## config.mk

```make
export PLATFORM = sky130hd
export DESIGN_NAME = dltss_link_status
export DESIGN_NICKNAME = d
export VERILOG_FILES = /design/src/rtl/dltss_pkg.sv /design/src/rtl/dltss_fifo_if.sv /design/src/rtl/dltss_fifo.sv /design/src/rtl/dltss_link_status.sv
export VERILOG_INCLUDE_DIRS = /design/src /design/src/rtl
export SDC_FILE = /design/constraint.sdc
export NUM_CORES = 1
export LEC_CHECK = 0
export BUFFER_PORTS_ARGS = -buffer_cell sky130_fd_sc_hd__buf_2
export CAP_MARGIN = 30
export CELL_PAD_IN_SITES_DETAIL_PLACEMENT = 2
export CELL_PAD_IN_SITES_GLOBAL_PLACEMENT = 2
export CORE_MARGIN = 10
export CORE_UTILIZATION = 40
export CTS_BUF_LIST = sky130_fd_sc_hd__clkbuf_2 sky130_fd_sc_hd__clkbuf_4 sky130_fd_sc_hd__clkbuf_8
export CTS_CLUSTER_SIZE = 20
export DETAILED_ROUTE_END_ITERATION = 7
export HOLD_SLACK_MARGIN = 0.15
export PLACE_DENSITY = 0.71
export SETUP_SLACK_MARGIN = 0.1
export SLEW_MARGIN = 10
export SYNTH_ARGS = -nofsm -noshare
export SYNTH_HDL_FRONTEND = slang
export SYNTH_SLANG_ARGS = --single-unit
export TNS_END_PERCENT = 5
```

## constraint.sdc

```tcl
create_clock -name sys_clk -period 4.4 [get_ports sys_clk]
set_input_delay 0.88 -clock sys_clk [delete_from_list [all_inputs] [get_ports sys_clk]]
set_output_delay 0.88 -clock sys_clk [all_outputs]
set_load 0.03 [all_outputs]
```

## src/rtl/dltss_consts.svh

```systemverilog
`ifndef DLTSS_CONSTS_SVH
`define DLTSS_CONSTS_SVH
`define DLTSS_ADDR_W        9
`define DLTSS_OFF_STATUS    9'h0ae
`define DLTSS_OFF_SLOT      9'h0af
`define DLTSS_OFF_MASK      9'h0b0
`define DLTSS_OFF_DATA      9'h0ad
`define DLTSS_OFF_THRESH    9'h0ab
`define DLTSS_BIT_MSG       3
`define DLTSS_BIT_EMPTY     2
`define DLTSS_BIT_NEAR      1
`define DLTSS_BIT_FULL      0
`define DLTSS_TS_UNCH       7
`define DLTSS_TS_FRM_HI     6
`define DLTSS_TS_FRM_LO     5
`define DLTSS_TS_SLOT_HI    4
`define DLTSS_RST_SLOT      8'h00
`define DLTSS_RST_MASK      8'h00
`define DLTSS_RST_THRESH    6'h00
`define DLTSS_FIFO_DEPTH    64
`endif

```

## src/rtl/dltss_pkg.sv

```systemverilog
package dltss_pkg;
    typedef enum logic [1:0] {
        DLTSS_FRM_ALL,
        DLTSS_FRM_EVEN,
        DLTSS_FRM_ODD,
        DLTSS_FRM_BAD
    } dltss_frm_t;
    typedef enum logic [1:0] {
        DLTSS_MODE_FCS,
        DLTSS_MODE_NOFCS,
        DLTSS_MODE_PACK8,
        DLTSS_MODE_PACK6
    } dltss_mode_t;
endpackage : dltss_pkg

```

## src/rtl/dltss_fifo_if.sv

```systemverilog
`timescale 1ns/1ps
interface dltss_fifo_if #(parameter int DEPTH = 64);
    logic                       wr_en;
    logic [7:0]                 wr_data;
    logic                       rd_en;
    logic [7:0]                 rd_data;
    logic [$clog2(DEPTH+1)-1:0] level;
    logic                       full;
    logic                       empty;
    modport owner (input wr_en, wr_data, rd_en,
                   output rd_data, level, full, empty);
    modport user  (output wr_en, wr_data, rd_en,
                   input rd_data, level, full, empty);
endinterface : dltss_fifo_if

```

## src/rtl/dltss_fifo.sv

```systemverilog
`timescale 1ns/1ps
`include "dltss_consts.svh"
module dltss_fifo #(
    parameter int DEPTH = `DLTSS_FIFO_DEPTH
) (
    input wire logic  sys_clk,
    input wire logic  resetn,
    dltss_fifo_if.owner f
);
    import dltss_pkg::*;
    localparam int AW = $clog2(DEPTH);
    localparam int LW = $clog2(DEPTH+1);
    logic [7:0]    mem [DEPTH];
    logic [AW-1:0] wr_ptr;
    logic [AW-1:0] rd_ptr;
    logic [LW-1:0] level;
    logic          do_wr;
    logic          do_rd;

    // a write into a full fifo is dropped, never stored
    assign do_wr = f.wr_en && (level != LW'(DEPTH));
    assign do_rd = f.rd_en && (level != '0);

    always_ff @(posedge sys_clk) begin
        if (do_wr) begin
            mem[wr_ptr] <= f.wr_data;
        end
    end

    always_ff @(posedge sys_clk) begin
        if (!resetn) begin
            wr_ptr <= '0;
            rd_ptr <= '0;
            level  <= '0;
        end else begin
            if (do_wr) begin
                wr_ptr <= (wr_ptr == AW'(DEPTH-1)) ? '0 : wr_ptr + 1'b1;
            end
            if (do_rd) begin
                rd_ptr <= (rd_ptr == AW'(DEPTH-1)) ? '0 : rd_ptr + 1'b1;
            end
            level <= level + LW'(do_wr) - LW'(do_rd);
        end
    end

    assign f.rd_data = mem[rd_ptr];
    assign f.level   = level;
    assign f.full    = (level == LW'(DEPTH));
    assign f.empty   = (level == '0);

    a_full_drop : assert property (@(posedge sys_clk) disable iff (!resetn)
        f.full && f.wr_en && !f.rd_en |=> f.full && $stable(level))
        else $error("write into full fifo changed level");
endmodule : dltss_fifo

```

## src/rtl/dltss_link_status.sv

```systemverilog
`timescale 1ns/1ps
`include "dltss_consts.svh"
// Function
// - message flag high between opening and closing flags
// - message flag low during idle or abort
// - unformatted or circular mode: message flag high
// - empty flag one when fifo empty
// - near-empty flag and pulse after threshold byte
// - near-empty holds until refill to threshold or above
// - writes to full fifo are discarded
// - after overflow, flag held until fifo drains; abort left to formatter
// - slot bit seven unchannelized, test only
// - frame select: all, even, odd, invalid
// - host bypasses overhead insertion for own bits
// - five-bit slot field, zero is framing bit in t1 mode
// - eight-bit mask enables slot bits
// - mask lsb is first bit in slot
// - mask ignored on t1 framing bit
// - six-bit threshold, zero disables near-empty
// - transmit fifo holds 64 bytes
module dltss_link_status #(
    parameter int DEPTH = `DLTSS_FIFO_DEPTH
) (
    input  wire logic                      sys_clk,
    input  wire logic                      resetn,
    input  wire logic [`DLTSS_ADDR_W-1:0]  host_addr,
    input  wire logic                      host_wr,
    input  wire logic                      host_rd,
    input  wire logic [7:0]                host_wdata,
    output logic      [7:0]                host_rdata,
    input  wire dltss_pkg::dltss_mode_t    link_mode,
    input  wire logic                      circular_mode,
    input  wire logic                      tx_enable,
    input  wire logic                      t1_mode,
    input  wire logic                      tx_bit_req,
    input  wire logic                      frame_odd,
    input  wire logic [4:0]                slot_num,
    input  wire logic [2:0]                bit_num,
    input  wire logic                      hdlc_in_message,
    input  wire logic                      hdlc_byte_take,
    output logic      [7:0]                tx_byte,
    output logic                           tx_byte_valid,
    output logic                           link_bit_select,
    output logic                           tx_near_empty_irq,
    output logic                           tx_fifo_overflowed
);
    import dltss_pkg::*;
    localparam int LW = $clog2(DEPTH+1);

    dltss_fifo_if #(.DEPTH(DEPTH)) fif ();

    dltss_fifo #(.DEPTH(DEPTH)) u_fifo (
        .sys_clk (sys_clk),
        .resetn  (resetn),
        .f       (fif.owner)
    );

    logic [7:0] secondary_link_slot_select;
    logic [7:0] secondary_link_bit_mask;
    logic [5:0] near_empty_threshold;
    logic       tx_fifo_near_empty_flag;
    logic       tx_msg_active_flag;
    logic       unformatted;
    logic       below_thresh;
    logic       frame_ok;
    logic       slot_ok;
    logic       fbit_sel;
    dltss_frm_t frm_sel;

    // registers written over the host port
    always_ff @(posedge sys_clk) begin
        if (!resetn) begin
            secondary_link_slot_select <= `DLTSS_RST_SLOT;
            secondary_link_bit_mask    <= `DLTSS_RST_MASK;
            near_empty_threshold       <= `DLTSS_RST_THRESH;
        end else if (host_wr) begin
            if (host_addr == `DLTSS_OFF_SLOT) begin
                secondary_link_slot_select <= host_wdata;
            end
            if (host_addr == `DLTSS_OFF_MASK) begin
                secondary_link_bit_mask <= host_wdata;
            end
            if (host_addr == `DLTSS_OFF_THRESH) begin
                near_empty_threshold <= host_wdata[5:0];
            end
        end
    end

    // fifo fill and drain
    assign fif.wr_en   = host_wr && (host_addr == `DLTSS_OFF_DATA);
    assign fif.wr_data = host_wdata;
    assign fif.rd_en   = tx_enable && hdlc_byte_take && !fif.empty;
    assign tx_byte       = fif.rd_data;
    assign tx_byte_valid = !fif.empty;

    // overflow sticky until fifo drains; abort then left to the formatter
    always_ff @(posedge sys_clk) begin
        if (!resetn) begin
            tx_fifo_overflowed <= 1'b0;
        end else if (fif.wr_en && fif.full) begin
            tx_fifo_overflowed <= 1'b1;
        end else if (fif.empty) begin
            tx_fifo_overflowed <= 1'b0;
        end
    end

    // message activity
    assign unformatted = (link_mode == DLTSS_MODE_PACK8)
                      || (link_mode == DLTSS_MODE_PACK6);
    always_ff @(posedge sys_clk) begin
        if (!resetn) begin
            tx_msg_active_flag <= 1'b0;
        end else if (unformatted || circular_mode) begin
            tx_msg_active_flag <= 1'b1;
        end else begin
            // formatter low during flags and aborts
            tx_msg_active_flag <= hdlc_in_message;
        end
    end

    // near-empty: level strictly under threshold counts as emptied past it
    assign below_thresh = (fif.level < LW'(near_empty_threshold));
    always_ff @(posedge sys_clk) begin
        if (!resetn) begin
            tx_fifo_near_empty_flag <= 1'b0;
            tx_near_empty_irq       <= 1'b0;
        end else begin
            tx_near_empty_irq <= 1'b0;
            if (near_empty_threshold == 6'h00) begin
                tx_fifo_near_empty_flag <= 1'b0;
            end else if (!tx_fifo_near_empty_flag && below_thresh) begin
                tx_fifo_near_empty_flag <= 1'b1;
                tx_near_empty_irq       <= 1'b1;
            end else if (tx_fifo_near_empty_flag && !below_thresh) begin
                tx_fifo_near_empty_flag <= 1'b0;
            end
        end
    end

    // register reads: pure mux, no side effects
    always_comb begin
        host_rdata = 8'h00;
        if (host_rd) begin
            unique case (host_addr)
                `DLTSS_OFF_STATUS: begin
                    host_rdata[`DLTSS_BIT_MSG]   = tx_msg_active_flag;
                    host_rdata[`DLTSS_BIT_EMPTY] = fif.empty;
                    host_rdata[`DLTSS_BIT_NEAR]  = tx_fifo_near_empty_flag;
                    host_rdata[`DLTSS_BIT_FULL]  = fif.full;
                end
                `DLTSS_OFF_SLOT:   host_rdata = secondary_link_slot_select;
                `DLTSS_OFF_MASK:   host_rdata = secondary_link_bit_mask;
                `DLTSS_OFF_THRESH: host_rdata = {2'b00, near_empty_threshold};
                default:           host_rdata = 8'h00;
            endcase
        end
    end

    // slot and bit selection for the secondary link
    assign frm_sel = dltss_frm_t'(
        secondary_link_slot_select[`DLTSS_TS_FRM_HI:`DLTSS_TS_FRM_LO]);
    always_comb begin
        unique case (frm_sel)
            DLTSS_FRM_ALL:  frame_ok = 1'b1;
            DLTSS_FRM_EVEN: frame_ok = !frame_odd;
            DLTSS_FRM_ODD:  frame_ok = frame_odd;
            DLTSS_FRM_BAD:  frame_ok = 1'b0;
        endcase
    end
    // test-only unchannelized mode takes every slot
    assign slot_ok = secondary_link_slot_select[`DLTSS_TS_UNCH]
        || (slot_num == secondary_link_slot_select[`DLTSS_TS_SLOT_HI:0]);
    // overhead is inserted downstream of this selection
    assign fbit_sel = t1_mode
        && (secondary_link_slot_select[`DLTSS_TS_SLOT_HI:0] == 5'h00)
        && !secondary_link_slot_select[`DLTSS_TS_UNCH];
    always_ff @(posedge sys_clk) begin
        if (!resetn) begin
            link_bit_select <= 1'b0;
        end else begin
            link_bit_select <= tx_bit_req && frame_ok && slot_ok
                && (fbit_sel || secondary_link_bit_mask[bit_num]);
        end
    end

    a_near_set : assert property (@(posedge sys_clk) disable iff (!resetn)
        (near_empty_threshold != 6'h00) && !tx_fifo_near_empty_flag
        && below_thresh |=> tx_fifo_near_empty_flag && tx_near_empty_irq)
        else $error("near-empty not raised");
    a_near_hold : assert property (@(posedge sys_clk) disable iff (!resetn)
        tx_fifo_near_empty_flag && below_thresh
        && $stable(near_empty_threshold) |=> !tx_near_empty_irq)
        else $error("near-empty interrupt repeated");
    a_near_off : assert property (@(posedge sys_clk) disable iff (!resetn)
        near_empty_threshold == 6'h00 |=> !tx_near_empty_irq)
        else $error("near-empty raised while disabled");
    a_msg_unfmt : assert property (@(posedge sys_clk) disable iff (!resetn)
        unformatted ##1 unformatted |-> tx_msg_active_flag)
        else $error("message flag low in unformatted mode");
    a_msg_idle : assert property (@(posedge sys_clk) disable iff (!resetn)
        !unformatted && !circular_mode && !hdlc_in_message
        |=> !tx_msg_active_flag)
        else $error("message flag high while idle");
    a_msg_frame : assert property (@(posedge sys_clk) disable iff (!resetn)
        !unformatted && !circular_mode && hdlc_in_message
        |=> tx_msg_active_flag)
        else $error("message flag low in frame");
    a_bad_frame : assert property (@(posedge sys_clk) disable iff (!resetn)
        frm_sel == DLTSS_FRM_BAD |=> !link_bit_select)
        else $error("invalid frame select used");
    a_fbit_mask : assert property (@(posedge sys_clk) disable iff (!resetn)
        tx_bit_req && fbit_sel && frame_ok && slot_ok |=> link_bit_select)
        else $error("mask applied to framing bit");
    a_mask_bit : assert property (@(posedge sys_clk) disable iff (!resetn)
        tx_bit_req && !fbit_sel && !secondary_link_bit_mask[bit_num]
        |=> !link_bit_select)
        else $error("masked bit selected");
endmodule : dltss_link_status

```

Word-level counts from Yosys, hierarchy flattened
Memory sizes are Yosys's and may differ from the RTL's. A register that Yosys moved wholly into a read port is not among the register bits.
Cells that the tools add are included.
- multiply operators: 0
- equal/unequal tests: 15
- shift operators: 0
- $add $sub $neg: 4
- multiplexer cells: 18
- bitwise operators: 1
- reduce and logical (&&, ||, !) cells: 33
- magnitude comparators: 2
- div/mod/pow operators: 0
- operators by type and width (cell ; count):
    $eq 9x8->1 const B ; 5
    $mux 6 ; 4
    $pmux 4 s4 ; 1
    $logic_and 1x1->1 ; 13
    $add 6x1->6 const B ; 2
    $eq 6x6->1 const B ; 2
    $pmux 4 s3 ; 1
    $mux 1 ; 9
    $eq 2x2->1 const B ; 4
    $mux 8 ; 1
    $add 7x1->7 ; 1
    $eq 7x7->1 const B ; 1
    $logic_not 7->1 ; 1
    $lt 7x6->1 ; 1
    $ne 7x7->1 const B ; 1
    $reduce_bool 7->1 ; 1
    $sub 7x1->7 ; 1
    $logic_not 6->1 ; 1
    $reduce_and 2->1 ; 3
    $eq 5x5->1 ; 1
    $logic_not 1->1 ; 5
    $logic_not 5->1 ; 1
    $logic_or 1x1->1 ; 4
    $lt 3x4->1 const B ; 1
    other kinds (7) ; 8
- bits in latches: 0
- memories kept: 1
- RAM bits: 512
- register bits after elaboration: 46
- input port bits: 38
- memory bits (read-only): 0
- output and inout bits: 20
- logic and storage cells: 85
- memory list (memory ; depth ; bits a word ; read ports ; clocked after Yosys merged registers in ; wr ports ; RTL line ; RTL):
    u_fifo.mem ; 64 ; 8 ; 1 ; 1 ; 1 ; dltss_fifo.sv:13 ; logic [7:0] mem [DEPTH];

Longest topological paths before layout
- depth in word-level cells: 6
- depth in mapped cells: 13

Modules after synthesis
Synthesis repeated with hierarchy kept, for this count alone.
- cells, all modules: 1220
- area total of the unflattened synthesis: 22746.8 um^2
- by module, submodules not included (module ; instances ; cells an instance ; area an instance (um^2)):
    dltss_fifo ; 1 ; 1032 ; 21057.7
    dltss_link_status ; 1 ; 188 ; 1689.1

Worst setup path after synthesis
No wires, ideal clock.
- path kind: in2out
- start: input port host_addr[8]
- end: output port host_rdata[5]
- path slack: 932 ps
- stages: 6
- required time: 3520 ps
- data arrival time: 2588 ps
- path through: nand4bb_1 buf_4 nor4_1 clkbuf_1 a22oi_1 a21boi_1
- longest elaborated chain between the ends: 3
- RTL lines (item ; RTL line ; RTL):
    from (decl) ; dltss_link_status.sv:26 ; input wire logic [`DLTSS_ADDR_W-1:0] host_addr,
    $eq 9x8->1 ; dltss_link_status.sv:144 ; unique case (host_addr)
    $pmux 4 s3 * ; dltss_link_status.sv:144 ;
    $mux 8 * ; dltss_link_status.sv:143 ; if (host_rd) begin
    to (decl) ; dltss_link_status.sv:30 ; output logic [7:0] host_rdata,
Every way passes the cells marked *; elsewhere a longest branch is shown, timed or not.

==> results.toml <==
[status]
status = "finished clean"

[synth]
syn_area_per_cell_um2 = 18.4
yosys.area.top_type_share = 0.683
synth_top_area_cell = "edfxtp_1"
synth_ff_type = "edfxtp_1"
netlist_area_mm2 = 0.0225
syn_nets = 1280
synthArstFlopShare = 0
seq_area_frac_synth = 0.730
ys_ff_latch = 564
yosys_warnings = 0
synth.area.top_cells = "edfxtp_1, mux4_2, dfxtp_1, nor2_1, nand2_1"
syn_inst = 1224
synth_edf_count = 512
ys_types = 62

[critical_path]
worstPathCellList = "buf_4 > mux4_2 > mux2i_1 > a211oi_1 > nand3_1 > o41ai_1 > buf_2"
worst-path-buf-inv = 2
r2r_start = "u_fifo.f.level[2]"
worst_setup_path_end_kind = "primary output"
path_class = "reg2out"
crit_family = "flip-flops"
worst-path-max-fanout = 29
required_ns = 3.52
crit_path_start_kind = "flip-flop"
slowest_stage = "dfxtp_4"
cp.arrival_ns = 3.32
cpPeakStageDelay_ns = 0.79

[power_and_ir_drop]
power.leakage_nw = 8.36
irDropWorstVdd_mv = 0.273
total_power_mw = 11.8
cellPowerDensity_mw_per_mm2 = 450

[sta]
rsz0062_at_grt = "true"
skew_ns = 0.0263
tightest_slew_ns = 0.956
finalCriticalPeriod_ns = 4.20
finalSetupTns_ns = 0
max_freq_mhz = 238
fin_ws_ns = 0.204
period_share = 0.954
final-hold-violation-count = 0
slew_viol_final = 0
setup_viol = 0
maxSlewHeadroom = 0.361

[hold_path]
hold_path_class = "in2reg"
hold_start = "hdlc_in_message"

[clock_network]
ctsHoldBuffers = 0
cts_sinks = 564
insertion_delay_ns = 0.69
htree_levels = 3
clk_pin_slew_ns = 0.06
cts_made_buffers = 95
cts.path.max_buffers = 3
clockRootBuffer = "clkbuf_8"
cts_tree = "done"

[drt]
drt_iter0_drc = 1093
drtAntennaViolNets = 0
totalWireLength_um = 65700
wl_per_cell_um = 29.3
firstDrtPassIters = 5
route.detailed.drc = 0
vias = 12655
via_per_inst = 5.63

[global_route]
grt_max_degree = 53
grt_pass1_wl_um = 98100
grt_pass1_vias = 14071
grt_usage = 0.200
grt-ovfl-total = 0
antenna_found_initial = 2

[floorplanning]
pin_count = 58
die_w_um = 257
num_rows = 86
die_area_mm2 = 0.0661
die_h_um = 257
start_util = 0.406
core-area_mm2 = 0.0554

[placed_design]
portBuffers = 56
pre_cts_slack_ns = 0.378
place_inst = 2064
dp_hpwl_um = 41900
gp_congestion = 0.773

[finish]
regArea_mm2 = 0.0164
final_common_cell = "edfxtp_1"
syn2layout_area_growth_pct = 16.9
layout.nets = 1479
final_cells = 2247
multi_input_area_mm2 = 0.00569
final_cell_mix = "edfxtp_1, mux4_2, clkbuf_8"
n_fill_cell = 5034
fin_util = 0.475
layout-drive-gt1-share = 0.319

[run]
drv_cap = 0
==> power breakdown <==
part	switching, mW	total [mW]	leakage, nW	internal, mW
Clock	2.17	4.84	1.03	2.67
Combinational	0.591	1.09	2.30	0.501
Sequential	0.0413	5.91	5.02	5.87
Total	2.81	11.8	8.36	9.03
==> final cells by class <==
cell class,instances,share of cell area
repair buffers,163,0.0464
multi-input cells,579,0.216
clock inverters,42,0.0132
clock buffers,130,0.0609
well taps,748,0.0356
diodes,1,0.0000951
flip-flops and latches,564,0.625
inverters,20,0.00285
==> state kept, by name (all words and copies together) (netlist names), named ones only <==
name / flops
tx_fifo_overflowed: 1
tx_near_empty_irq: 1
link_bit_select: 1
tx_fifo_near_empty_flag: 1
u_fifo.wr_ptr: 6
u_fifo.mem: 512
secondary_link_bit_mask: 8
secondary_link_slot_select: 8
u_fifo.rd_ptr: 6
u_fifo.f.level: 7
tx_msg_active_flag: 1
near_empty_threshold: 6
==> synthesized netlist by cell type (7+ instances only) <==
cell type and instances:
mux2i_1 20, edfxtp_1 512, nor3_1 10, buf_4 13
mux2_2 8, o21ai_0 14, o22ai_1 34, dfxtp_1 52
xor2_1 8, buf_2 13, inv_1 19, nand3_1 35
a21oi_1 39, mux4_2 130, nor2_1 98, nand3b_1 8
nor2b_1 9, clkbuf_1 26, o221ai_1 7, nand2_1 57
ha_1 17, a211oi_1 8
==> final timing paths <==
kind | endpoint | slack, ns | cells past startpoint
max | tx_byte[2] | 0.20 | 7
min | tx_msg_active_flag | 0.41 | 3
max reg2reg | u_fifo.mem[11][0] | 1.05 | 7
min reg2reg | tx_fifo_overflowed | 0.49 | 2
==> per-stage QoR <==
step	hold slack, ns	cell area, um^2
after global placement	0.466	24200
after CTS	0.358	26300
final	0.405	26300
after floorplan	0.441	22500
after global routing	0.415	26300
after detailed placement	0.481	24200
==> per-layer routing <==
metal	GRT usage	vias up	routed length [um]
met5	0	-	0
met4	0.0718	0	1720
met3	0.0338	110	3910
met2	0.339	456	33600
met1	0.254	6726	26500
li1	-	5363	-
==> cells by family after synthesis <==
kind of cell	share of synthesized area
AOI/OAI and AO/OA	0.0403
buffers and inverters	0.0177
xor gates and xnor gates	0.00545
adders and majority gates	0.0103
DFF	0.730
muxes	0.143
and+or+nand+nor	0.0534
==> repair_timing <==
item | CTS | global route
endpoints found under the setup margin | 8 | 4
buffers inserted | 8 | 0
resized for setup | 1 | 1
==> worst register-to-register path, cell delays in order (launching register included) <==
cell and delay (ns):
dfxtp_1 0.39, inv_1 0.08, ha_1 0.20, and4bb_4 0.23
a2111oi_4 0.53, and2b_1 0.27, nand2_1 0.45, nor2_1 0.84
(Power assumes the default switching activity.)
